**config.mk**
```make
export PLATFORM = sky130hd
export DESIGN_NAME = tbc_core
export DESIGN_NICKNAME = d
export VERILOG_FILES = /design/src/design/tbc_pkg.sv /design/src/design/tbc_core.sv
export SDC_FILE = /design/constraint.sdc
export NUM_CORES = 1
export LEC_CHECK = 0
export BUFFER_PORTS_ARGS = -buffer_cell sky130_fd_sc_hd__buf_2
export CAP_MARGIN = 10
export CORE_MARGIN = 2
export CORE_UTILIZATION = 55
export CTS_CLUSTER_DIAMETER = 150
export CTS_CLUSTER_SIZE = 8
export DETAILED_ROUTE_END_ITERATION = 8
export PLACE_DENSITY = 0.75
export SKIP_LAST_GASP = 1
export SYNTH_ARGS = -nofsm -noshare
export SYNTH_HDL_FRONTEND = slang
export SYNTH_SLANG_ARGS = --single-unit
```
**constraint.sdc**
```tcl
create_clock -name i_clk -period 7.29 [get_ports i_clk]
set_input_delay 0.729 -clock i_clk [delete_from_list [all_inputs] [get_ports i_clk]]
set_output_delay 0.729 -clock i_clk [all_outputs]
set_load 0.02 [all_outputs]
```
**src/design/tbc_pkg.sv**
```systemverilog
// Constants, register map and field layout of the buffered compare/capture channel block.
package tbc_pkg;
  // ==========================================================================
  // Widths and sizes
  localparam int CNT_W = 16;
  localparam int NCH = 2;
  localparam int DATA_W = 32;
  localparam int ADDR_W = 8;
  localparam int MASK_W = 8;

  // ==========================================================================
  // Register offsets (byte addresses)
  localparam logic [ADDR_W-1:0] OFF_CAPCTRL = 8'h00;
  localparam logic [ADDR_W-1:0] OFF_CTRLB_CLR = 8'h04;
  localparam logic [ADDR_W-1:0] OFF_CTRLB_SET = 8'h08;
  localparam logic [ADDR_W-1:0] OFF_EVCTRL = 8'h0c;
  localparam logic [ADDR_W-1:0] OFF_WAVE = 8'h10;
  localparam logic [ADDR_W-1:0] OFF_INTFLAG = 8'h14;
  localparam logic [ADDR_W-1:0] OFF_STATUS = 8'h18;
  localparam logic [ADDR_W-1:0] OFF_WAVEFORM_MASK_REG = 8'h1c;
  localparam logic [ADDR_W-1:0] OFF_PER = 8'h20;
  localparam logic [ADDR_W-1:0] OFF_CC0 = 8'h24;
  localparam logic [ADDR_W-1:0] OFF_PATTB = 8'h2c;
  localparam logic [ADDR_W-1:0] OFF_CYCLE_LENGTH_BUFFER = 8'h30;
  localparam logic [ADDR_W-1:0] OFF_CCB0 = 8'h34;
  localparam logic [ADDR_W-1:0] OFF_STRIDE = 8'h04;

  // ==========================================================================
  // Field positions
  localparam int CAPEN_LSB = 0;
  localparam int LOCK_BIT = 1;
  localparam int CMD_LSB = 5;
  localparam int CMD_W = 3;
  localparam int EVIN_LSB = 0;
  localparam int EVINV_BIT = 2;
  localparam int ACT_LSB = 4;
  localparam int MINCAP_BIT = 6;
  localparam int MODE_LSB = 0;
  localparam int POL_LSB = 8;
  localparam int MF_LSB = 0;
  localparam int FAULT_BIT = 2;
  localparam int WAVEFORM_MASK_BUF_VALID_BIT = 0;
  localparam int CYCLE_LENGTH_BUF_VALID_BIT = 1;
  localparam int CAPTURE_BUFFER_VALID_LSB = 2;

  // ==========================================================================
  // Codes and reset values
  localparam logic [CMD_W-1:0] CMD_UPDATE = 3'h3;
  typedef enum logic [1:0] {
    WM_FREE = 2'h0,
    WM_MATCHPER = 2'h1,
    WM_SSPWM = 2'h2,
    WM_DSPWM = 2'h3
  } tbc_mode_t;
  typedef enum logic [1:0] {
    EA_CAPTURE = 2'h0,
    EA_PER_WIDTH = 2'h1,
    EA_WIDTH_PER = 2'h2,
    EA_RSVD = 2'h3
  } tbc_act_t;
  localparam logic [CNT_W-1:0] CNT_ZERO = 16'h0000;
  localparam logic [CNT_W-1:0] CNT_HALF = 16'h8000;
  localparam logic [CNT_W-1:0] PER_RST = 16'hffff;
  localparam logic [MASK_W-1:0] WAVEFORM_MASK_REG_RST = 8'h00;

  // ==========================================================================
  // Timing: register write synchronisation delay
  localparam int CLK_PERIOD_NS = 5;
  localparam int SYNC_NS = 10;
  localparam int SYNC_DLY = (SYNC_NS + CLK_PERIOD_NS - 1) / CLK_PERIOD_NS;
endpackage

```
**src/design/tbc_core.sv**
```systemverilog
// Compare/capture channels with double buffering, input capture FIFO and pulse capture.
//
// Summary of operation
// - Dual-slope: polarity picks set/clear ramp.
// - Toggle modes start from polarity level.
// - Mask, cycle length, compares have valid-flagged buffers.
// - Unlocked valid buffer copies at update, flag clears.
// - Software update command ignores lock.
// - Lock set/clear bits toggle double buffering.
// - Toggle modes, down PWM: unlocked cycle buffer copies continuously.
// - Direct cycle/compare writes land after sync delay.
// - Unbuffered up-count: count over top forces wrap.
// - Up-counting and dual-slope PWM: buffered cycle length loads only at update.
// - Capture event stores counter as timestamp.
// - Capture buffer moves to empty/read compare register.
// - Capture buffer reads as zero.
// - Capture while buffer valid: drop, flag fault.
// - Pulse capture while match flag set: drop, fault.
// - Period/width capture on both edges, order selectable.
// - Event invert picks restart edge.
// - Pulse capture needs channel capture enable.
// - Up-count minimum capture skips zero.
// - Dual-slope small top: direction in timestamp MSB.
// - Dual-slope update at counter zero.
// - Single-slope update at wrap, overflow, retrigger.
`timescale 1ns/100ps
`default_nettype none
module tbc_core import tbc_pkg::*; (
  // Clock and reset
  input wire logic i_clk,
  input wire logic i_rstn,
  // Register port
  input wire logic [ADDR_W-1:0] i_addr,
  input wire logic [DATA_W-1:0] i_wdata,
  input wire logic i_wr,
  input wire logic i_rd,
  output logic [DATA_W-1:0] o_rdata,
  // Counter core
  input wire logic [CNT_W-1:0] i_count,
  input wire logic i_count_down,
  input wire logic i_wrap,
  // Event system capture inputs (asynchronous)
  input wire logic [NCH-1:0] i_cap_ev,
  // Outputs to counter, pins and request logic
  output logic [CNT_W-1:0] o_cycle_len,
  output logic [MASK_W-1:0] o_wave_mask,
  output logic o_wrap_req,
  output logic o_restart,
  output logic [NCH-1:0] o_wo,
  output logic [NCH-1:0] o_match_flag,
  output logic o_fault
);
  // ==========================================================================
  // Register state
  logic [NCH-1:0] cap_en_reg, ev_in_en_reg, pol_reg, mf_reg, wo_reg;
  logic lock_reg, ev_inv_reg, min_cap_reg, fault_reg, restart_reg;
  tbc_mode_t mode_reg;
  tbc_act_t act_reg;
  logic [CNT_W-1:0] per_reg, cycle_length_buffer_reg, cnt_prev_reg;
  logic cycle_length_buf_valid_reg, waveform_mask_buf_valid_reg;
  logic [MASK_W-1:0] waveform_mask_reg_reg, pattb_reg;
  logic [CNT_W-1:0] cc_reg [NCH];
  logic [CNT_W-1:0] ccb_reg [NCH];
  logic [NCH-1:0] capture_buffer_valid_reg, full_reg;
  logic [NCH-1:0] ev_s1_reg, ev_s2_reg, ev_s3_reg;
  logic [SYNC_DLY-1:0] sp_vld_reg;
  logic [ADDR_W-1:0] sp_addr_reg [SYNC_DLY];
  logic [CNT_W-1:0] sp_data_reg [SYNC_DLY];
  logic [DATA_W-1:0] rdata_reg;

  // ==========================================================================
  // Decode and shared conditions
  logic upd_cmd, dual, cnt_moved, hw_upd, copy_ok, per_cont, land_per, ppw_mode;
  logic lead, trail, min_block, top_hit, zero_hit, wr_wave, wr_flag, sync_wr;
  logic [CNT_W-1:0] top, ts;
  logic [NCH-1:0] rise, fall, cap_take, ppw_take, ppw_store, xfer, cmp_hit;
  logic [NCH-1:0] land_cc, cc_rd, wr_ccb, cc_hit;

  assign upd_cmd = i_wr && (i_addr == OFF_CTRLB_SET)
                   && (i_wdata[CMD_LSB +: CMD_W] == CMD_UPDATE);
  assign dual = (mode_reg == WM_DSPWM);
  assign cnt_moved = (i_count != cnt_prev_reg);
  assign zero_hit = cnt_moved && (i_count == CNT_ZERO);
  // Update point: zero for dual slope, counter wrap events otherwise.
  assign hw_upd = dual ? zero_hit : i_wrap;
  assign copy_ok = (hw_upd && !lock_reg) || upd_cmd;
  // Unlocked, toggle modes and down-counting PWM follow the buffer at once.
  assign per_cont = !lock_reg && ((mode_reg == WM_FREE) || (mode_reg == WM_MATCHPER)
                    || ((mode_reg == WM_SSPWM) && i_count_down));
  assign land_per = sp_vld_reg[SYNC_DLY-1] && (sp_addr_reg[SYNC_DLY-1] == OFF_PER);
  assign top = (mode_reg == WM_MATCHPER) ? cc_reg[0] : per_reg;
  assign top_hit = cnt_moved && (i_count == top);
  // Top is watched continuously while counting up, so a top lowered below the count wraps at once.
  assign o_wrap_req = !i_count_down && (i_count >= top);
  assign wr_wave = i_wr && (i_addr == OFF_WAVE);
  assign wr_flag = i_wr && (i_addr == OFF_INTFLAG);
  assign sync_wr = i_wr && ((i_addr == OFF_PER) || (i_addr == OFF_CC0)
                   || (i_addr == OFF_CC0 + OFF_STRIDE));
  // Timestamp; with a small top the MSB carries the ramp direction.
  assign ts = (dual && (per_reg < CNT_HALF)) ?
              {i_count_down, i_count[CNT_W-2:0]} : i_count;
  // Zero is not capturable in up-counting minimum mode.
  assign min_block = min_cap_reg && !i_count_down && (i_count == CNT_ZERO);
  assign ppw_mode = (act_reg == EA_PER_WIDTH) || (act_reg == EA_WIDTH_PER);
  assign rise = ev_s2_reg & ~ev_s3_reg;
  assign fall = ~ev_s2_reg & ev_s3_reg;
  // Restart edge of the measured signal on event input 1.
  assign lead = ev_in_en_reg[1] && (ev_inv_reg ? fall[1] : rise[1]);
  assign trail = ev_in_en_reg[1] && (ev_inv_reg ? rise[1] : fall[1]);

  // ==========================================================================
  // Per-channel decode
  genvar g;
  generate
    for (g = 0; g < NCH; g++) begin : g_dec
      assign cc_hit[g] = (i_addr == OFF_CC0 + ADDR_W'(g) * OFF_STRIDE);
      assign land_cc[g] = sp_vld_reg[SYNC_DLY-1]
                          && (sp_addr_reg[SYNC_DLY-1] == OFF_CC0 + ADDR_W'(g) * OFF_STRIDE);
      assign cc_rd[g] = i_rd && cc_hit[g];
      assign wr_ccb[g] = i_wr && (i_addr == OFF_CCB0 + ADDR_W'(g) * OFF_STRIDE);
      // Plain capture needs event input and capture enabled by software.
      assign cap_take[g] = !ppw_mode && ev_in_en_reg[g] && cap_en_reg[g]
                           && rise[g] && !min_block;
      // Period goes to channel 0 in period-then-width, to channel 1 otherwise.
      assign ppw_take[g] = ppw_mode && cap_en_reg[g]
                           && ((g == 0) == (act_reg == EA_PER_WIDTH) ? lead : trail);
      assign ppw_store[g] = ppw_take[g] && !mf_reg[g];
      assign xfer[g] = cap_en_reg[g] && capture_buffer_valid_reg[g] && (!full_reg[g] || cc_rd[g]);
      assign cmp_hit[g] = !cap_en_reg[g] && cnt_moved && (i_count == cc_reg[g]);
    end
  endgenerate

  // ==========================================================================
  // Input synchronisers and edge history for event inputs.
  always_ff @(posedge i_clk or negedge i_rstn) begin
    if (!i_rstn) begin
      ev_s1_reg <= '0;
      ev_s2_reg <= '0;
      ev_s3_reg <= '0;
      cnt_prev_reg <= CNT_ZERO;
    end else begin
      ev_s1_reg <= i_cap_ev;
      ev_s2_reg <= ev_s1_reg;
      ev_s3_reg <= ev_s2_reg;
      cnt_prev_reg <= i_count;
    end
  end

  // Control registers; lock has separate set and clear strobes.
  always_ff @(posedge i_clk or negedge i_rstn) begin
    if (!i_rstn) begin
      cap_en_reg <= '0;
      lock_reg <= 1'b0;
      ev_in_en_reg <= '0;
      ev_inv_reg <= 1'b0;
      act_reg <= EA_CAPTURE;
      min_cap_reg <= 1'b0;
      mode_reg <= WM_FREE;
      pol_reg <= '0;
    end else if (i_wr) begin
      if (i_addr == OFF_CAPCTRL) begin
        cap_en_reg <= i_wdata[CAPEN_LSB +: NCH];
      end
      if ((i_addr == OFF_CTRLB_SET) && i_wdata[LOCK_BIT]) begin
        lock_reg <= 1'b1;
      end
      if ((i_addr == OFF_CTRLB_CLR) && i_wdata[LOCK_BIT]) begin
        lock_reg <= 1'b0;
      end
      if (i_addr == OFF_EVCTRL) begin
        ev_in_en_reg <= i_wdata[EVIN_LSB +: NCH];
        ev_inv_reg <= i_wdata[EVINV_BIT];
        act_reg <= tbc_act_t'(i_wdata[ACT_LSB +: 2]);
        min_cap_reg <= i_wdata[MINCAP_BIT];
      end
      if (wr_wave) begin
        mode_reg <= tbc_mode_t'(i_wdata[MODE_LSB +: 2]);
        pol_reg <= i_wdata[POL_LSB +: NCH];
      end
    end
  end

  // Direct period/compare writes travel a short pipe to model the sync delay.
  always_ff @(posedge i_clk or negedge i_rstn) begin
    if (!i_rstn) begin
      sp_vld_reg <= '0;
      for (int k = 0; k < SYNC_DLY; k++) begin
        sp_addr_reg[k] <= '0;
        sp_data_reg[k] <= CNT_ZERO;
      end
    end else begin
      sp_vld_reg[0] <= sync_wr;
      sp_addr_reg[0] <= i_addr;
      sp_data_reg[0] <= i_wdata[CNT_W-1:0];
      for (int k = 1; k < SYNC_DLY; k++) begin
        sp_vld_reg[k] <= sp_vld_reg[k-1];
        sp_addr_reg[k] <= sp_addr_reg[k-1];
        sp_data_reg[k] <= sp_data_reg[k-1];
      end
    end
  end

  // Cycle length and its buffer; a buffer write wins over the copy's clear.
  always_ff @(posedge i_clk or negedge i_rstn) begin
    if (!i_rstn) begin
      per_reg <= PER_RST;
      cycle_length_buffer_reg <= PER_RST;
      cycle_length_buf_valid_reg <= 1'b0;
    end else begin
      if (land_per) begin
        per_reg <= sp_data_reg[SYNC_DLY-1];
      end else if (cycle_length_buf_valid_reg && (per_cont || copy_ok)) begin
        per_reg <= cycle_length_buffer_reg;
      end
      if (i_wr && (i_addr == OFF_CYCLE_LENGTH_BUFFER)) begin
        cycle_length_buffer_reg <= i_wdata[CNT_W-1:0];
        cycle_length_buf_valid_reg <= 1'b1;
      end else if (!land_per && cycle_length_buf_valid_reg && (per_cont || copy_ok)) begin
        cycle_length_buf_valid_reg <= 1'b0;
      end
    end
  end

  // Waveform mask and its buffer; no sync pipe, it only gates pins.
  always_ff @(posedge i_clk or negedge i_rstn) begin
    if (!i_rstn) begin
      waveform_mask_reg_reg <= WAVEFORM_MASK_REG_RST;
      pattb_reg <= WAVEFORM_MASK_REG_RST;
      waveform_mask_buf_valid_reg <= 1'b0;
    end else begin
      if (i_wr && (i_addr == OFF_WAVEFORM_MASK_REG)) begin
        waveform_mask_reg_reg <= i_wdata[MASK_W-1:0];
      end else if (waveform_mask_buf_valid_reg && copy_ok) begin
        waveform_mask_reg_reg <= pattb_reg;
      end
      if (i_wr && (i_addr == OFF_PATTB)) begin
        pattb_reg <= i_wdata[MASK_W-1:0];
        waveform_mask_buf_valid_reg <= 1'b1;
      end else if (waveform_mask_buf_valid_reg && copy_ok) begin
        waveform_mask_buf_valid_reg <= 1'b0;
      end
    end
  end

  // ==========================================================================
  // Channel storage, flags and waveform outputs.
  generate
    for (g = 0; g < NCH; g++) begin : g_ch
      // Compare: double buffer. Capture: buffer then compare register as a FIFO.
      always_ff @(posedge i_clk or negedge i_rstn) begin
        if (!i_rstn) begin
          cc_reg[g] <= CNT_ZERO;
          ccb_reg[g] <= CNT_ZERO;
          capture_buffer_valid_reg[g] <= 1'b0;
          full_reg[g] <= 1'b0;
        end else if (!cap_en_reg[g]) begin
          full_reg[g] <= 1'b0;
          if (land_cc[g]) begin
            cc_reg[g] <= sp_data_reg[SYNC_DLY-1];
          end else if (capture_buffer_valid_reg[g] && copy_ok) begin
            cc_reg[g] <= ccb_reg[g];
          end
          if (wr_ccb[g]) begin
            ccb_reg[g] <= i_wdata[CNT_W-1:0];
            capture_buffer_valid_reg[g] <= 1'b1;
          end else if (!land_cc[g] && capture_buffer_valid_reg[g] && copy_ok) begin
            capture_buffer_valid_reg[g] <= 1'b0;
          end
        end else begin
          if (ppw_store[g]) begin
            cc_reg[g] <= ts;
            full_reg[g] <= 1'b1;
          end else if (xfer[g]) begin
            cc_reg[g] <= ccb_reg[g];
            full_reg[g] <= 1'b1;
          end else if (cc_rd[g]) begin
            full_reg[g] <= 1'b0;
          end
          // Buffer is written only while empty, so store and transfer never meet.
          if (cap_take[g] && !capture_buffer_valid_reg[g]) begin
            ccb_reg[g] <= ts;
            capture_buffer_valid_reg[g] <= 1'b1;
          end else if (xfer[g]) begin
            capture_buffer_valid_reg[g] <= 1'b0;
          end
        end
      end

      // Match flag: hardware set beats a software clear in the same cycle.
      always_ff @(posedge i_clk or negedge i_rstn) begin
        if (!i_rstn) begin
          mf_reg[g] <= 1'b0;
        end else if (cmp_hit[g] || xfer[g] || ppw_store[g]) begin
          mf_reg[g] <= 1'b1;
        end else if (wr_flag && i_wdata[MF_LSB + g]) begin
          mf_reg[g] <= 1'b0;
        end
      end

      // Waveform output per mode, direction and polarity.
      always_ff @(posedge i_clk or negedge i_rstn) begin
        if (!i_rstn) begin
          wo_reg[g] <= 1'b0;
        end else if (wr_wave) begin
          wo_reg[g] <= i_wdata[POL_LSB + g];
        end else begin
          unique case (mode_reg)
            WM_FREE: begin
              if (cmp_hit[g]) wo_reg[g] <= ~wo_reg[g];
            end
            WM_MATCHPER: begin
              if ((g == 0) ? top_hit : cmp_hit[g]) wo_reg[g] <= ~wo_reg[g];
            end
            WM_SSPWM: begin
              if (!i_count_down) begin
                if (pol_reg[g] ? cmp_hit[g] : top_hit) wo_reg[g] <= 1'b1;
                else if (pol_reg[g] ? top_hit : cmp_hit[g]) wo_reg[g] <= 1'b0;
              end else begin
                if (pol_reg[g] ? zero_hit : cmp_hit[g]) wo_reg[g] <= 1'b1;
                else if (pol_reg[g] ? cmp_hit[g] : zero_hit) wo_reg[g] <= 1'b0;
              end
            end
            WM_DSPWM: begin
              if (cmp_hit[g]) wo_reg[g] <= (i_count_down == pol_reg[g]);
            end
          endcase
        end
      end
    end
  endgenerate

  // Fault flag: buffer overflow or pulse capture over a pending match.
  always_ff @(posedge i_clk or negedge i_rstn) begin
    if (!i_rstn) begin
      fault_reg <= 1'b0;
    end else if (|(cap_take & capture_buffer_valid_reg) || |(ppw_take & mf_reg)) begin
      fault_reg <= 1'b1;
    end else if (wr_flag && i_wdata[FAULT_BIT]) begin
      fault_reg <= 1'b0;
    end
  end

  // Counter restart pulse on the lead edge in pulse capture.
  always_ff @(posedge i_clk or negedge i_rstn) begin
    if (!i_rstn) begin
      restart_reg <= 1'b0;
    end else begin
      restart_reg <= ppw_mode && lead;
    end
  end

  // Read data, registered on the strobe and held until the next read.
  always_ff @(posedge i_clk or negedge i_rstn) begin
    if (!i_rstn) begin
      rdata_reg <= '0;
    end else if (i_rd) begin
      rdata_reg <= '0;
      unique case (i_addr)
        OFF_CAPCTRL: rdata_reg[CAPEN_LSB +: NCH] <= cap_en_reg;
        OFF_CTRLB_CLR, OFF_CTRLB_SET: rdata_reg[LOCK_BIT] <= lock_reg;
        OFF_EVCTRL: begin
          rdata_reg[EVIN_LSB +: NCH] <= ev_in_en_reg;
          rdata_reg[EVINV_BIT] <= ev_inv_reg;
          rdata_reg[ACT_LSB +: 2] <= act_reg;
          rdata_reg[MINCAP_BIT] <= min_cap_reg;
        end
        OFF_WAVE: begin
          rdata_reg[MODE_LSB +: 2] <= mode_reg;
          rdata_reg[POL_LSB +: NCH] <= pol_reg;
        end
        OFF_INTFLAG: begin
          rdata_reg[MF_LSB +: NCH] <= mf_reg;
          rdata_reg[FAULT_BIT] <= fault_reg;
        end
        OFF_STATUS: begin
          rdata_reg[WAVEFORM_MASK_BUF_VALID_BIT] <= waveform_mask_buf_valid_reg;
          rdata_reg[CYCLE_LENGTH_BUF_VALID_BIT] <= cycle_length_buf_valid_reg;
          rdata_reg[CAPTURE_BUFFER_VALID_LSB +: NCH] <= capture_buffer_valid_reg;
        end
        OFF_WAVEFORM_MASK_REG: rdata_reg[MASK_W-1:0] <= waveform_mask_reg_reg;
        OFF_PATTB: rdata_reg[MASK_W-1:0] <= pattb_reg;
        OFF_PER: rdata_reg[CNT_W-1:0] <= per_reg;
        OFF_CYCLE_LENGTH_BUFFER: rdata_reg[CNT_W-1:0] <= cycle_length_buffer_reg;
        OFF_CC0: rdata_reg[CNT_W-1:0] <= cc_reg[0];
        OFF_CC0 + OFF_STRIDE: rdata_reg[CNT_W-1:0] <= cc_reg[1];
        default: rdata_reg <= '0;  // Capture buffers and holes read zero.
      endcase
    end
  end

  assign o_rdata = rdata_reg;
  assign o_cycle_len = per_reg;
  assign o_wave_mask = waveform_mask_reg_reg;
  assign o_restart = restart_reg;
  assign o_wo = wo_reg;
  assign o_match_flag = mf_reg;
  assign o_fault = fault_reg;
endmodule
`default_nettype wire

```
==> impl_summary.txt <==
----------------------------------------------------
[Global routing]
  Initial antenna violation count ... 2
  Maximum number of pins on one net before global-route repair ... 94
  Vias in the first global route ... 8,741
  Total GRT Usage ... between 20% and 30%
  Global route total overflow ... 0
  First-pass GRT wire length ... 50,800 µm

[Logic synthesis]
  Cell types occupying the most area after synthesis ... dfrtp_1, mux2i_1, dfstp_2
  Distinct cell type count of the synthesized netlist ... 66
  Post-synth EDFFs ... 0
  Total of flip-flops plus latches after synthesis ... 225
  Proportion of synthesized chip area in sequential cells ... 48.6%
  Cell area after technology mapping ... 11,700 µm²
  Count leader, synth ... dfrtp_1
  Area share of the largest cell type after synthesis ... between 40% and 50%
  Cell accounting for the most synthesized area ... dfrtp_1
  Mean instance size in the synthesized netlist ... 11.0 µm²
  Most frequent cells after synthesis ... dfrtp_1, mux2i_1, nor2_1
  FFs w/ async S/R, synth ... 100%
  Synthesized netlist cell count ... 1,061
  Warnings, synthesis ... 0
  Ys flop type ... dfrtp_1

[CTS]
  Hold_buf cts ... 0
  Largest buffer count on any clock path ... 3
  TritonCTS Sinks ... around 230
  H-tree depth ... 2
  Clock buffer count from CTS ... 34
  Quantity of gates resized following cts ... 0
  CTS tree ... yes
  Worst-path clk slew ... 0.05 ns
  CTS Root Cell ... clkbuf_16
  Post-CTS setup repair buffer count ... 0
  Clock insertion delay at the later pin of the skew report ... between 0.5 and 0.6 ns

[STA]
  Unrepaired setup endpoints after global routing ... false
  Max Freq ... about 220 MHz
  Fraction of the cycle the final worst path needs ... 62.9%
  Min setup slack post-route ... roughly 2.7 ns
  Final setup skew ... 0.0225 ns
  Final setup violation count ... 0
  Crit path time final ... 4.59 ns
  Number of hold violations in the final report ... 0
  Headroom to the max-slew limit ... 18.4%
  Slew Limit Fails ... 0
  Setup Total Neg Slack ... 0 ns
  Worst Max-Slew Pin Slew ... 1.22 ns

[Drt]
  Detail-routed via count per cell ... 6.21
  Final antenna-violating net count ... 0
  DRC violation total after the first TritonRoute iteration ... 732
  DR vias ... 8,888
  Detailed-route wire length ... 32,800 µm
  Post-route DRC ... 0
  Routed length per placed instance ... about 23 µm
  Drt pass-1 iters ... 7

[Worst setup path]
  Critical path class ... flip-flop to output port
  Required time at the endpoint of the critical path ... 6.56 ns
  CP Launch Type ... flip-flop
  Crit path DAT ... 3.86 ns
  Element type at the critical path end ... output port
  Maximum net fanout on the critical path ... 18

[Place]
  Routability congestion estimate from global placement ... approximately 0.92
  Placed wire-length estimate after detailed placement ... roughly 21,000 µm
  Count of input and output buffers ... 94
  Pre-CTS worst setup slack ... between 3 and 4 ns

[Power and ir drop]
  Leakage power ... 6.01 nW
  Worst-case vdd ir drop ... 0.126 mV
  Power Density ... 246 nW/µm²
  Power, Total ... 3.25 mW

[Final layout]
  Area growth from synthesis to layout ... 13.3%
  Fill cell count ... approximately 1,700
  Nets ... approximately 1,200
  Share of layout cells above drive strength 1 ... 23.2%

[Floorplanning]
  Height of the die ... around 150 µm
  Initial core utilization ... between 50% and 60%
  Die ar. ... 22,400 µm²
  Core Footprint ... between 20,000 and 25,000 µm²
  IO Pins ... 127
  Standard-cell rows ... 53
  Die X ... 150 µm

[Outcome]
  Outcome ... finished clean

[Flow run]
  Max_cap viols ... 0

[Min path]
  Worst Hold Class ... input port to async pin

----------------------------------------------------
[critical path, cell delays in order (launching register included)]
cell and delay [ns]:
dfrtp_1 0.47, nand2b_1 0.97, mux2i_1 0.27, ha_1 0.38, nand4_1 0.10, nor2_1 0.26, nand2_1 0.20, nand2b_1 0.12
a21oi_1 0.04, a31oi_1 0.31, buf_2 0.23
[final cells by class]
cell class              count  area (µm²)  area share, %
well taps                 275         344           2.60
multi-input cells         745        5570           42.1
clock buffers              55         951           7.19
repair buffers            109         593           4.48
diodes                      1        2.50         0.0189
clock inverters             2        17.5          0.132
inverters                  20        75.1          0.568
flip-flops and latches    225        5670           42.9
[power by group]
part	internal, mW	total, mW	switching, mW
registers	1.35	1.44	0.0853
clock network	0.884	1.42	0.539
logic	0.168	0.395	0.227
total	2.40	3.25	0.851
[through the flow]
| stage | instances | util (%) | instance area (µm²) | hold WS, ns |
|---|---|---|---|---|
| after floorplan | 1076 | - | 11700 | 0.331 |
| after global placement | 1374 | 58.5 | 12300 | 0.332 |
| after detailed placement | 1374 | 58.5 | 12300 | 0.335 |
| after CTS | 1431 | 63.1 | 13200 | 0.265 |
| after global routing | 1432 | 63.1 | 13200 | 0.295 |
| final | 1432 | 63.1 | 13200 | 0.228 |
[per-layer routing]
metal  wire, µm  up-vias  global-route usage, %
met5         12        -                      0
met4       1380        2                   13.2
met3       2650       91                   6.77
met2      15200      401                   46.4
met1      13600     4436                   40.6
li1           -     3958                      -
[logic make-up (layout without fill, tap and decap cells)]
kind of cell,count (synthesis),in the layout,share of synthesized area (%)
DFF,225,225,48.6
and+or+nand+nor,243,243,9.84
muxes,223,223,20.3
buffers and inverters,106,186,4.64
AOI/OAI and AO/OA,195,195,10.9
adders and majority gates,17,17,1.82
xor gates and xnor gates,51,51,3.83
other,1,17,0.0321
[worst paths after layout]
kind | start | endpoint | slack, ns | depth (start not counted)
hold reg to reg | sp_data_reg[26] | sp_data_reg[10] | 0.34 | 0
max in group asynchronous | i_rstn | ccb_reg[17] | 5.62 | 2
min in group i_clk | sp_data_reg[26] | sp_data_reg[10] | 0.34 | 0
setup / recovery | mode_reg[1] | o_wrap_req | 2.70 | 10
hold / removal | i_rstn | sp_data_reg[24] | 0.23 | 1
setup reg to reg | mode_reg[1] | o_wo[0] | 3.70 | 10
[cells in the final DEF (no fill, tap or decap), drive strengths merged, types with 3 or more instances in the layout]
| master | instances |
|---|---|
| and2 | 4 |
| nand2 | 59 |
| mux2i | 138 |
| nand3b | 3 |
| or4b | 4 |
| conb | 16 |
| a21oi | 72 |
| nor3 | 10 |
| o21ai | 32 |
| a31oi | 7 |
| and3 | 11 |
| a222oi | 9 |
| nand2b | 6 |
| o22ai | 11 |
| buf | 109 |
| a21o | 7 |
| a22oi | 17 |
| a22o | 9 |
| dfrtp | 193 |
| clkbuf | 55 |
| ha | 17 |
| a221oi | 11 |
| mux2 | 85 |
| dfstp | 32 |
| nand4 | 9 |
| xnor2 | 20 |
| nand3 | 13 |
| inv | 21 |
| xor2 | 31 |
| o32ai | 3 |
| or3 | 3 |
| nor2b | 6 |
| nor2 | 94 |
| nor4 | 15 |
No activity file was read; power rests on OpenSTA's default activity.
